[src/rtl/backlight_pkg.sv]
// constants for the backlight ramp and pwm divider block
// assumes a 200 MHz system clock and a 16 MHz nominal pwm source
package backlight_pkg;

  // command codes seen with the command/data select low
  localparam logic [7:0] CMD_RAMP_SETTING = 8'hBC;
  localparam logic [7:0] CMD_PWM_DIVIDER = 8'hBE;

  // ramp setting parameter byte layout
  localparam int RAMP_THR_MSB = 7;
  localparam int RAMP_THR_LSB = 4;
  localparam int RAMP_CODE_MSB = 2;
  localparam int RAMP_CODE_LSB = 0;

  // reset values, kept through software reset
  localparam logic [3:0] RAMP_THR_RESET = 4'h4;
  localparam logic [2:0] RAMP_CODE_RESET = 3'h4;
  localparam logic [7:0] PWM_DIV_RESET = 8'h0F;

  // widths
  localparam int BRIGHT_W = 8;
  localparam int FRAME_W = 7;
  localparam int PROD_W = 15;

  // timing: 16 MHz source made from the system clock by phase accumulation
  localparam int SYS_CLK_HZ = 200_000_000;
  localparam int SRC_CLK_HZ = 16_000_000;
  localparam int HZ_PER_MHZ = 1_000_000;
  localparam logic [7:0] PHASE_MOD = 8'(SYS_CLK_HZ / HZ_PER_MHZ);
  localparam logic [7:0] PHASE_INC = 8'(SRC_CLK_HZ / HZ_PER_MHZ);
  localparam logic [7:0] PWM_LAST_STEP = 8'hFE;

  typedef enum logic [1:0] {
    RAMP_IDLE = 2'b00,
    RAMP_RUN = 2'b01
  } ramp_state_t;

endpackage

[src/rtl/ramp_link_if.sv]
// settings and brightness hand-off between the control top and the ramp unit
// assumes both ends share one clock
`timescale 1ns/1ps
interface ramp_link_if;
  logic [2:0] time_code;
  logic [3:0] threshold;
  logic [7:0] target;
  logic target_valid;
  logic frame_tick;
  logic [7:0] level;
  logic busy;

  modport ctrl (
    output time_code, threshold, target, target_valid, frame_tick,
    input level, busy
  );
  modport unit (
    input time_code, threshold, target, target_valid, frame_tick,
    output level, busy
  );
endinterface

[src/rtl/ramp_step_unit.sv]
// brightness ramp engine: moves the level to a new target over a frame count
// assumes target_valid and frame_tick are one-cycle pulses on the same clock
`timescale 1ns/1ps
module ramp_step_unit (
  input wire logic clk_i,
  input wire logic reset_i,
  ramp_link_if.unit link
);

  backlight_pkg::ramp_state_t state_q;
  logic [7:0] level_q;
  logic [7:0] start_q;
  logic [7:0] target_q;
  logic [7:0] diff_q;
  logic up_q;
  logic [2:0] shift_q;
  logic [6:0] k_q;
  logic [7:0] diff_now;
  logic [6:0] k_next;
  logic [6:0] frames;
  logic [14:0] prod;
  logic [7:0] step;

  // frame count is a power of two, so the shift is its log
  function automatic logic [2:0] frames_log2(input logic [2:0] code);
    frames_log2 = (code <= 3'h1) ? 3'h0 : 3'(code - 3'h1);
  endfunction

  // distance from the present level to the requested one
  always_comb
  begin
    diff_now = (link.target > level_q) ? 8'(link.target - level_q) : 8'(level_q - link.target);
    k_next = 7'(k_q + 7'h01);
    frames = 7'(7'h01 << shift_q);
    prod = 15'(diff_q) * 15'(k_next);
    step = 8'(prod >> shift_q);
  end

  // ramp state and level; a new target mid-ramp restarts from the present level
  always_ff @(posedge clk_i or posedge reset_i)
  begin
    if (reset_i)
    begin
      state_q <= backlight_pkg::RAMP_IDLE;
      level_q <= 8'h00;
      start_q <= 8'h00;
      target_q <= 8'h00;
      diff_q <= 8'h00;
      up_q <= 1'b0;
      shift_q <= 3'h0;
      k_q <= 7'h00;
    end
    else if (link.target_valid)
    begin
      if (diff_now >= {4'h0, link.threshold})
      begin
        state_q <= backlight_pkg::RAMP_RUN;
        start_q <= level_q;
        target_q <= link.target;
        diff_q <= diff_now;
        up_q <= (link.target > level_q);
        shift_q <= frames_log2(link.time_code);
        k_q <= 7'h00;
      end
    end
    else
    begin
      case (state_q)
        backlight_pkg::RAMP_IDLE:
        begin
          k_q <= 7'h00;
        end
        backlight_pkg::RAMP_RUN:
        begin
          if (link.frame_tick)
          begin
            k_q <= k_next;
            if (k_next == frames)
            begin
              level_q <= target_q;
              state_q <= backlight_pkg::RAMP_IDLE;
            end
            else
            begin
              level_q <= up_q ? 8'(start_q + step) : 8'(start_q - step);
            end
          end
        end
        default:
        begin
          state_q <= backlight_pkg::RAMP_IDLE;
        end
      endcase
    end
  end

  assign link.level = level_q;
  assign link.busy = (state_q == backlight_pkg::RAMP_RUN);

endmodule

[src/rtl/backlight_dimming_pwm_control.sv]
// backlight ramp setting and pwm divider commands with the pwm output generator
// assumes a host write port (command/data select, write and read strobes, data)
// from outside the clock domain, and brightness/frame pulses from on-chip logic
//
// Behaviour
// - command Backlight_ramp_setting then one byte: threshold bits 7:4, ramp code bits 2:0
// - ramp lasts 1,1,2,4,8,16,32,64 frames for codes 0 to 7
// - changes smaller than the threshold are ignored, brightness stays put
// - ramp fields reset to 0100 by hardware reset, kept on software reset
// - both commands accepted in every display, idle and sleep state
// - command Backlight_pwm_divider then one byte stored whole as the pwm divider
// - pwm frequency is 16 MHz over (divider plus one) times 255
// - pwm frequency may deviate by ten percent from nominal
// - pwm divider resets to 0Fh on hardware reset, kept on software reset
`timescale 1ns/1ps
module backlight_dimming_pwm_control (
  input wire logic clk_i,
  input wire logic reset_i,
  input wire logic soft_reset_i,
  input wire logic cmd_data_select_i,
  input wire logic write_strobe_n_i,
  input wire logic read_strobe_n_i,
  input wire logic [7:0] host_data_i,
  input wire logic [7:0] target_brightness_i,
  input wire logic target_valid_i,
  input wire logic frame_start_i,
  output logic backlight_pulse_out_o,
  output logic [7:0] brightness_o,
  output logic ramp_busy_o,
  output logic [2:0] ramp_time_code_o,
  output logic [3:0] ramp_change_threshold_o,
  output logic [7:0] pwm_divider_o
);

  // host pins: first stage, second stage, and an edge-history copy of the strobe
  logic [10:0] pin_meta_q;
  logic [10:0] pin_sync_q;
  logic wr_hist_q;
  logic write_take;
  logic sel_s;
  logic rd_n_s;
  logic [7:0] data_s;

  // command decode state
  logic [7:0] cmd_q;
  logic param_open_q;

  // settings
  logic [2:0] ramp_code_q;
  logic [3:0] ramp_thr_q;
  logic [7:0] pwm_div_q;

  // pwm timebase
  logic [7:0] phase_q;
  logic src_tick_q;
  logic [7:0] prescale_q;
  logic [7:0] pwm_step_q;
  logic [7:0] duty_q;

  ramp_link_if link ();

  // two-stage synchroniser on every host pin; only stage two is read by logic
  always_ff @(posedge clk_i or posedge reset_i)
  begin
    if (reset_i)
    begin
      pin_meta_q <= 11'h603;
      pin_sync_q <= 11'h603;
    end
    else
    begin
      pin_meta_q <= {write_strobe_n_i, read_strobe_n_i, cmd_data_select_i, host_data_i};
      pin_sync_q <= pin_meta_q;
    end
  end

  // strobe history for edge detection, fed from the second stage only
  always_ff @(posedge clk_i or posedge reset_i)
  begin
    if (reset_i)
    begin
      wr_hist_q <= 1'b1;
    end
    else
    begin
      wr_hist_q <= pin_sync_q[10];
    end
  end

  // a write is taken on the rising edge of the write strobe while read is idle
  always_comb
  begin
    rd_n_s = pin_sync_q[9];
    sel_s = pin_sync_q[8];
    data_s = pin_sync_q[7:0];
    write_take = pin_sync_q[10] && !wr_hist_q && rd_n_s;
  end

  // command byte opens a parameter slot; only the first parameter counts.
  // no sleep or display-mode gating here on purpose, settings stay writable
  always_ff @(posedge clk_i or posedge reset_i)
  begin
    if (reset_i)
    begin
      cmd_q <= 8'h00;
      param_open_q <= 1'b0;
    end
    else if (soft_reset_i)
    begin
      cmd_q <= 8'h00;
      param_open_q <= 1'b0;
    end
    else if (write_take)
    begin
      if (!sel_s)
      begin
        cmd_q <= data_s;
        param_open_q <= 1'b1;
      end
      else
      begin
        param_open_q <= 1'b0;
      end
    end
  end

  // ramp setting fields; software reset leaves them alone
  always_ff @(posedge clk_i or posedge reset_i)
  begin
    if (reset_i)
    begin
      ramp_code_q <= backlight_pkg::RAMP_CODE_RESET;
      ramp_thr_q <= backlight_pkg::RAMP_THR_RESET;
    end
    else if (write_take && sel_s && param_open_q && (cmd_q == backlight_pkg::CMD_RAMP_SETTING))
    begin
      // bit 3 is a fixed zero and is dropped
      ramp_thr_q <= data_s[backlight_pkg::RAMP_THR_MSB:backlight_pkg::RAMP_THR_LSB];
      ramp_code_q <= data_s[backlight_pkg::RAMP_CODE_MSB:backlight_pkg::RAMP_CODE_LSB];
    end
  end

  // pwm divider; software reset leaves it alone
  always_ff @(posedge clk_i or posedge reset_i)
  begin
    if (reset_i)
    begin
      pwm_div_q <= backlight_pkg::PWM_DIV_RESET;
    end
    else if (write_take && sel_s && param_open_q && (cmd_q == backlight_pkg::CMD_PWM_DIVIDER))
    begin
      pwm_div_q <= data_s;
    end
  end

  // hand settings and brightness requests to the ramp unit
  assign link.time_code = ramp_code_q;
  assign link.threshold = ramp_thr_q;
  assign link.target = target_brightness_i;
  assign link.target_valid = target_valid_i;
  assign link.frame_tick = frame_start_i;

  ramp_step_unit ramp_unit (
    .clk_i(clk_i),
    .reset_i(reset_i),
    .link(link)
  );

  // 16 MHz average tick from 200 MHz: add 16 per clock modulo 200.
  // jitter is one system clock, far inside the allowed frequency tolerance
  always_ff @(posedge clk_i or posedge reset_i)
  begin
    if (reset_i)
    begin
      phase_q <= 8'h00;
      src_tick_q <= 1'b0;
    end
    else if (phase_q >= 8'(backlight_pkg::PHASE_MOD - backlight_pkg::PHASE_INC))
    begin
      phase_q <= 8'(phase_q + backlight_pkg::PHASE_INC - backlight_pkg::PHASE_MOD);
      src_tick_q <= 1'b1;
    end
    else
    begin
      phase_q <= 8'(phase_q + backlight_pkg::PHASE_INC);
      src_tick_q <= 1'b0;
    end
  end

  // divide the source by divider plus one; a new divider applies at the next source tick
  always_ff @(posedge clk_i or posedge reset_i)
  begin
    if (reset_i)
    begin
      prescale_q <= 8'h00;
    end
    else if (src_tick_q)
    begin
      if (prescale_q >= pwm_div_q)
      begin
        prescale_q <= 8'h00;
      end
      else
      begin
        prescale_q <= 8'(prescale_q + 8'h01);
      end
    end
  end

  // 255 steps per pwm period; duty sampled at period start to avoid glitches
  always_ff @(posedge clk_i or posedge reset_i)
  begin
    if (reset_i)
    begin
      pwm_step_q <= 8'h00;
      duty_q <= 8'h00;
    end
    else if (src_tick_q && (prescale_q >= pwm_div_q))
    begin
      if (pwm_step_q >= backlight_pkg::PWM_LAST_STEP)
      begin
        pwm_step_q <= 8'h00;
        duty_q <= link.level;
      end
      else
      begin
        pwm_step_q <= 8'(pwm_step_q + 8'h01);
      end
    end
  end

  // output stage: every top output is a flop
  always_ff @(posedge clk_i or posedge reset_i)
  begin
    if (reset_i)
    begin
      backlight_pulse_out_o <= 1'b0;
      brightness_o <= 8'h00;
      ramp_busy_o <= 1'b0;
      ramp_time_code_o <= backlight_pkg::RAMP_CODE_RESET;
      ramp_change_threshold_o <= backlight_pkg::RAMP_THR_RESET;
      pwm_divider_o <= backlight_pkg::PWM_DIV_RESET;
    end
    else
    begin
      backlight_pulse_out_o <= (pwm_step_q < duty_q); // full scale 255 stays high
      brightness_o <= link.level;
      ramp_busy_o <= link.busy;
      ramp_time_code_o <= ramp_code_q;
      ramp_change_threshold_o <= ramp_thr_q;
      pwm_divider_o <= pwm_div_q;
    end
  end

endmodule

[config.mk]
export PLATFORM = sky130hd
export DESIGN_NAME = backlight_dimming_pwm_control
export DESIGN_NICKNAME = d
export VERILOG_FILES = /design/src/rtl/backlight_pkg.sv /design/src/rtl/ramp_link_if.sv /design/src/rtl/ramp_step_unit.sv /design/src/rtl/backlight_dimming_pwm_control.sv
export SDC_FILE = /design/constraint.sdc
export NUM_CORES = 1
export LEC_CHECK = 0
export BUFFER_PORTS_ARGS = -buffer_cell sky130_fd_sc_hd__buf_4
export CAP_MARGIN = 20
export CORE_MARGIN = 4
export CORE_UTILIZATION = 25
export CTS_BUF_LIST = sky130_fd_sc_hd__clkbuf_4 sky130_fd_sc_hd__clkbuf_8
export DETAILED_ROUTE_END_ITERATION = 12
export SYNTH_ARGS = -nofsm -noshare
export SYNTH_HDL_FRONTEND = slang
export SYNTH_SLANG_ARGS = --single-unit
export TNS_END_PERCENT = 10
[constraint.sdc]
create_clock -name clk_i -period 7 [get_ports clk_i]
set_clock_uncertainty 0.1 [all_clocks]
set_input_delay 1.4 -clock clk_i [delete_from_list [all_inputs] [get_ports clk_i]]
set_output_delay 1.4 -clock clk_i [all_outputs]
set_load 0.05 [all_outputs]
==> out/metrics.csv, run 1 <==
stage,metric,value,unit
flow_run,total of max-cap violations,0,
timing,achievable frequency,0.1439,GHz
final_layout,area growth from synthesis to layout,22.09,%
final_layout,share of cells above drive strength 1,0.2365,
pwr,PD cells,350.2,mW/mm^2
yosys,"Distinct cells, synth",74,
route,drt drc,0,
final_layout,fin cells,1606,
die,starting density of the core,0.2545,
clocking,total CTS buffers,17,
clocking,Root Buffer,clkbuf_8,
timing,Final Hold Viols,0,
critical_path,Reg-to-Reg Start,ramp_unit.k_q[0],
yosys,"flops & latches, synth",146,
pwr,Sw Ratio,0.4253,
timing,period utilization,0.9928,
timing,min cycle time layout,6950,ps
pwr,internal power,2.361,mW
pwr,Clk network pwr share,0.166,
pwr,Flop pwr share,0.267,
yosys,sequential fraction of the synthesis area,0.3830,
pwr,VDD IR max,196.2,uV
timing,final slew viol count,0,
yosys,Yosys Warn Count,0,
pwr,Net Switching,1.747,mW
pwr,Static Leak,5.344,nW
grt,total global routing track utilization,0.1094,
grt,initial antenna violation count,0,
timing,setup_tns,0,ps
outcome,status,"finished, final reports clean",
critical_path,Worst EP arrival,7190,ps
critical_path,critical path class,reg2reg,
route,TritonRoute pass-1 iters,5,
clocking,"Clk Latency, worst-skew pair",470,ps
critical_path,Setup crit start,ramp_unit.k_q[0],
grt,first-pass GRT wire length,37.31,mm
grt,number of global-route vias before repair,7196,
grt,gr ovfl total,0,
grt,largest net degree at the start of global routing,76,
critical_path,"Req. time, crit path",7240,ps
place,pre-CTS setup slack,-268.3,ps
die,row cnt,71,
place,DPL Wire Length,17.04,mm
route,DRT iter0 DRCs,459,
route,DRT Wirelength,22.39,mm
timing,final worst slack,50.28,ps
place,DP Area,0.01092,mm^2
yosys,Async SR Flop Fraction,1.000,
timing,WHS,257.6,ps
critical_path,maximum fanout along the worst path,5,
final_layout,Antenna diodes,0,
route,Routed Antenna Nets,0,
die,overall die width,204.0,um
final_layout,Final Core Density,0.3107,
die,die height,204.0,um
final_layout,fin area,0.01173,mm^2
timing,Worst-Margin Slew,899.7,ps
die,Die Area,0.04163,mm^2
route,via count,7179,
critical_path,crit-path most repeated cell,xnor2_1,
die,total core area,0.03776,mm^2
clocking,Worst-path clk slew,100,ps
timing,unrepaired setup endpoints after global routing,true,
critical_path,Worst setup SP type,flip-flop,
pwr,Combinational Power Share,0.568,
place,port bufs,48,
critical_path,max incr delay on CP,540,ps
critical_path,CP Capture Type,flip-flop,
final_layout,area of the multi-input gates,0.005695,mm^2
clocking,Sink Count,146,
yosys,Post-Syn Area per Cell,9.834,um^2
critical_path,critical path's slowest cell,fa_1,
die,I/O pins,49,
route,vias per inst,4.470,
final_layout,NumNets Final,1224,
hold_path,HP Start,pin_meta_q[2],
clocking,CTS tree,done,
place,Inst Count DP,1561,
timing,Rel. slew slack,0.4002,
clocking,hold_buf cts,0,
yosys,Post-Syn Instances,977,
yosys,Post-synth EDFFs,0,
pwr,Final Power,4.108,mW
yosys,Post-Syn Nets,1119,
yosys,Mapped Area,0.009608,mm^2
clocking,CTS H-tree lvls,4,
final_layout,sequential cell area,0.003681,mm^2
final_layout,filler cell count,3901,
yosys,Main synth FF type,dfrtp_1,
timing,final setup fails,0,
route,Avg WL per Cell,13.94,um
place,gpl congestion,0.8348,
hold_path,worst hold path type,reg2reg,
clocking,Max Root-Sink Buffers,2,
## path summary, 6_finish.rpt
| path | end | slack, ps | cells past startpoint |
|---|---|---|---|
| worst min-delay path | pin_sync_q[2] | 260 | 0 |
| min in group asynchronous | pin_sync_q[5] | 930 | 2 |
| worst max-delay path | ramp_unit.link.level[7] | 50 | 31 |
| worst min register to register | pin_sync_q[2] | 260 | 0 |
| max in group asynchronous | duty_q[5] | 4520 | 3 |
| worst max register to register | ramp_unit.link.level[7] | 50 | 31 |
## cells by family (layout without fill, tap and decap cells)
family / Yosys count / in the layout / synth area share
compound gates: 200 / 200 / 0.1369
simple gates: 292 / 292 / 0.1449
xor+xnor: 42 / 42 / 0.03829
mux: 53 / 53 / 0.06173
fa+ha+maj: 118 / 118 / 0.1787
flops: 146 / 146 / 0.3830
buf+inv: 126 / 244 / 0.05652
## state kept, by name, indices dropped and copies added, names as in the netlist, 3 cells and up
| name | count |
|---|---|
| brightness_o | 8 |
| cmd_q | 8 |
| duty_q | 8 |
| link.threshold | 4 |
| link.time_code | 3 |
| phase_q | 5 |
| pin_meta_q | 11 |
| pin_sync_q | 11 |
| prescale_q | 8 |
| pwm_div_q | 8 |
| pwm_divider_o | 8 |
| pwm_step_q | 8 |
| ramp_change_threshold_o | 4 |
| ramp_time_code_o | 3 |
| ramp_unit.diff_q | 8 |
| ramp_unit.k_q | 7 |
| ramp_unit.link.level | 8 |
| ramp_unit.shift_q | 3 |
| ramp_unit.start_q | 8 |
| ramp_unit.target_q | 8 |
## routing by layer
layer  track usage  share of wire  routed length (um)  up-vias
met5             0              0                   0        -
met2        0.1836           0.48               10730       98
li1              -              -                   -     3563
met1        0.1443           0.46               10380     3494
met4       0.02752          0.014                 304        0
met3       0.02396          0.044                 978       24
## power groups by stage
stage               logic [mW]  clock network (mW)  registers [mW]
floorplan                 1.38                   0            1.13
global placement          2.08                   0            1.11
detailed placement        2.10                   0            1.11
CTS                       2.25               0.703            1.09
global route              2.58               0.738            1.11
finish                    2.33               0.681            1.10
## cells in the mapped netlist, drive strengths merged (3+ instances only)
master,n,area share
a2111oi,4,0.0052
a211o,4,0.0036
a211oi,5,0.0049
a21boi,5,0.0039
a21o,11,0.0086
a21oi,45,0.023
a22o,3,0.0027
a31oi,7,0.0052
and2,26,0.017
and3,11,0.0072
buf,12,0.012
clkbuf,23,0.0091
dfrtp,125,0.33
dfstp,21,0.057
fa,32,0.067
ha,86,0.11
inv,91,0.036
mux2,22,0.028
mux2i,30,0.031
nand2,120,0.047
nand2b,14,0.0091
nand3,22,0.011
nand4,8,0.0052
nor2,45,0.018
nor2b,17,0.011
nor3,13,0.0068
nor3b,3,0.0023
o211ai,3,0.0023
o21a,3,0.0023
o21ai,72,0.041
o21bai,3,0.0023
o221ai,3,0.0027
o22ai,6,0.0039
o31ai,8,0.0082
xnor2,33,0.030
xor2,9,0.0082
## cell type report
type / count / area share
Timing Repair Buffer: 121 / 0.07883
Clock inverter: 15 / 0.01781
Tap cell: 511 / 0.05451
Inverter: 91 / 0.02955
Multi-Input combinational cell: 705 / 0.4855
Sequential cell: 146 / 0.3138
Clock buffer: 17 / 0.01995
## worst max-delay path, delay by kind of cell, from the launching register on
kind	cells	cell delay (ps)
simple gates	9	1060
flops	1	430
xor+xnor	5	830
mux	1	530
compound gates	6	1040
fa+ha+maj	6	2390
buf+inv	4	430
## placed cells by master, fill, tap and decap left out, drive strengths merged, types with 21 or more instances in the layout
cell type    n
mux2        22
a21oi       45
dfrtp      125
ha          86
mux2i       30
nand3       22
nor2        45
xnor2       33
buf        121
fa          32
dfstp       21
inv         96
nand2      120
and2        26
o21ai       72
## repair_timing
action                     CTS  global route
setup endpoints to repair    2             4
pin swaps                   33            36
resized for setup           23            25
setup buffers                9             3
(Power assumes the default switching activity.)
==> run 2: changes to the inputs <==
Settings changed: CELL_PAD_IN_SITES_DETAIL_PLACEMENT from default to 0, CELL_PAD_IN_SITES_GLOBAL_PLACEMENT from default to 2, PLACE_DENSITY from default to 0.52.
==> run 2 against run 1 <==
The run now ends with negative setup slack left. Fmax shrank 1.2%. Critical path depth is the same. Sequential share of layout area shrank 0.36 points. Clock power grew 1%. Sequential cell count is the same. Critical path type unchanged. Largest cell class unchanged.
==> out/metrics.csv, run 2 (synthesis gave the netlist of run 1 again) <==
stage,metric,value,unit,change
outcome,status,"finished, violations left",,
outcome,failing checks,negative setup slack,,
place,pre-CTS setup slack,-376.6,ps,-108.3 ps
timing,final setup fails,1,,+1
grt,gr ovfl total,0,,unchanged
final_layout,fin area,0.01186,mm^2,+1.1%
grt,number of global-route vias before repair,7461,,+3.7%
die,overall die width,204.0,um,unchanged
critical_path,Worst EP arrival,7260,ps,+70 ps
critical_path,maximum fanout along the worst path,5,,unchanged
timing,unrepaired setup endpoints after global routing,true,,
route,drt drc,0,,unchanged
timing,Rel. slew slack,0.3233,,-0.07689
grt,total global routing track utilization,0.1299,,+0.02047
final_layout,share of cells above drive strength 1,0.2529,,+0.01637
route,vias per inst,4.343,,-2.8%
route,DRT iter0 DRCs,228,,-50%
grt,largest net degree at the start of global routing,95,,+25%
critical_path,critical path class,reg2reg,,
place,DP Area,0.01109,mm^2,+1.5%
clocking,hold_buf cts,0,,unchanged
final_layout,Antenna diodes,0,,unchanged
clocking,CTS H-tree lvls,4,,unchanged
route,Routed Antenna Nets,0,,unchanged
critical_path,critical path's slowest cell,fa_1,,
clocking,CTS tree,done,,
timing,final worst slack,-35.63,ps,-85.91 ps
critical_path,Reg-to-Reg Start,ramp_unit.k_q[0],,
final_layout,area growth from synthesis to layout,23.45,%,
critical_path,Worst setup SP type,flip-flop,,
timing,final slew viol count,0,,unchanged
pwr,PD cells,362.7,mW/mm^2,+3.6%
pwr,VDD IR max,192.9,uV,-1.7%
critical_path,slack of the worst reg-to-reg path,-40,ps,-90 ps
route,via count,7079,,-1.4%
clocking,Worst-path clk slew,90,ps,about the same
hold_path,HP Start,pin_meta_q[3],,
critical_path,crit-path most repeated cell,xnor2_1,,
place,Inst Count DP,1584,,+1.5%
die,I/O pins,49,,unchanged
die,row cnt,71,,unchanged
hold_path,worst hold stages,0,,unchanged
timing,Final Hold Viols,0,,unchanged
pwr,Static Leak,5.488,nW,+2.7%
clocking,Max Root-Sink Buffers,2,,unchanged
clocking,Sink Count,146,,unchanged
final_layout,top flop regs,"pin_meta_q (11), pin_sync_q (11)",,
final_layout,"most common cell after layout, fill and taps aside",buf_4,,
pwr,Final Power,4.302,mW,+4.7%
die,starting density of the core,0.2545,,unchanged
critical_path,"Req. time, crit path",7220,ps,-20 ps
route,Avg WL per Cell,15.96,um,+14%
grt,first-pass GRT wire length,42.92,mm,+15%
die,total core area,0.03776,mm^2,unchanged
route,TritonRoute pass-1 iters,4,,-1
die,Die Area,0.04163,mm^2,unchanged
timing,min cycle time layout,7036,ps,+85.91 ps
place,gpl congestion,0.7797,,-6.6%
route,DRT Wirelength,26.01,mm,+16%
die,die height,204.0,um,unchanged
final_layout,most frequent cells in the layout,"buf_4 (143), dfrtp_1 (125), nand2_1 (116), inv_1 (90), ha_1 (81)",,
hold_path,hold endpoint,pin_sync_q[3],,
timing,period utilization,1.005,,+0.01227
place,port bufs,48,,unchanged
clocking,total CTS buffers,17,,unchanged
timing,achievable frequency,0.1421,GHz,-1.2%
critical_path,CP Capture Type,flip-flop,,
clocking,Root Buffer,clkbuf_8,,
flow_run,total of max-cap violations,0,,unchanged
final_layout,NumNets Final,1248,,+2.0%
timing,Worst-Margin Slew,1007,ps,+107.0 ps
critical_path,cells on worst reg2reg path,31,,unchanged
critical_path,max incr delay on CP,530,ps,about the same
grt,initial antenna violation count,0,,unchanged
timing,WHS,252.9,ps,-4.711 ps
clocking,"Clk Latency, worst-skew pair",470,ps,about the same
critical_path,Reg2Reg Capture Point,ramp_unit.link.level[7],,
final_layout,fin cells,1630,,+1.5%
place,DPL Wire Length,19.82,mm,+16%
hold_path,worst hold path type,reg2reg,,
[run 2: changes by cell type in the layout (fill, tap and decap cells not counted), moves of 3 or more]
cell / delta
xnor2_1: -3
clkinv_8: -9
buf_4: +24
clkinv_4: +3
ha_4: -3
xnor2_2: +5
[run 2: worst max-delay path by stage]
stage                     startpoint                      end  slack [ps]  cells after the start
floorplan           ramp_unit.k_q[0]  ramp_unit.link.level[7]           2                     30
global placement    ramp_unit.k_q[0]  ramp_unit.link.level[7]        -380                     30
detailed placement  ramp_unit.k_q[0]  ramp_unit.link.level[7]        -380                     30
CTS                 ramp_unit.k_q[0]  ramp_unit.link.level[7]         -90                     29
global route        ramp_unit.k_q[0]  ramp_unit.link.level[7]        -440                     32
finish              ramp_unit.k_q[0]  ramp_unit.link.level[7]         -40                     31
[run 2: per-layer routing]
metal  GRT usage  share of wire
met3     0.02174          0.023
met5           0              0
met2      0.2028           0.45
met4     0.03039          0.012
met1      0.1890           0.52
[run 2: timing repair]
action,in CTS,in global routing
resized for setup,17,31
pin swaps,17,41
setup endpoints to repair,4,4
endpoints found under the hold margin,0,0
buffers inserted,5,9
[run 2: metrics by stage]
stage / setup TNS, ps / utilization
global route: -660.1 / 0.3142
floorplan: 0 / -
finish: -35.63 / 0.3142
CTS: -94.24 / 0.3079
detailed placement: -718.1 / 0.2937
global placement: -570.4 / 0.2937
[run 2: cell type report]
cell class	count	area, um^2
Fill cell	3931	25890
Multi-Input combinational cell	705	5695
Sequential cell	146	3680
Timing Repair Buffer	145	1096
Tap cell	511	639.4
Inverter	91	346.6
Clock buffer	19	255.2
Clock inverter	13	148.9
[run 2: worst max-delay path, delay by kind of cell (launching register included)]
kind | cells | cell delay, ps
flip-flops | 1 | 440
multiplexers | 1 | 300
AND/OR/NAND/NOR | 10 | 1500
buffers and inverters | 7 | 710
XOR/XNOR | 5 | 930
adder cells (fa/ha/maj) | 6 | 2520
AO/OA/AOI/OAI | 2 | 410
[run 2: report_power, final]
group	internal [mW]	switching (mW)	total, mW
Combinational	1.20	1.33	2.53
Clock	0.337	0.354	0.691
Sequential	0.960	0.123	1.08
Total	2.50	1.80	4.30
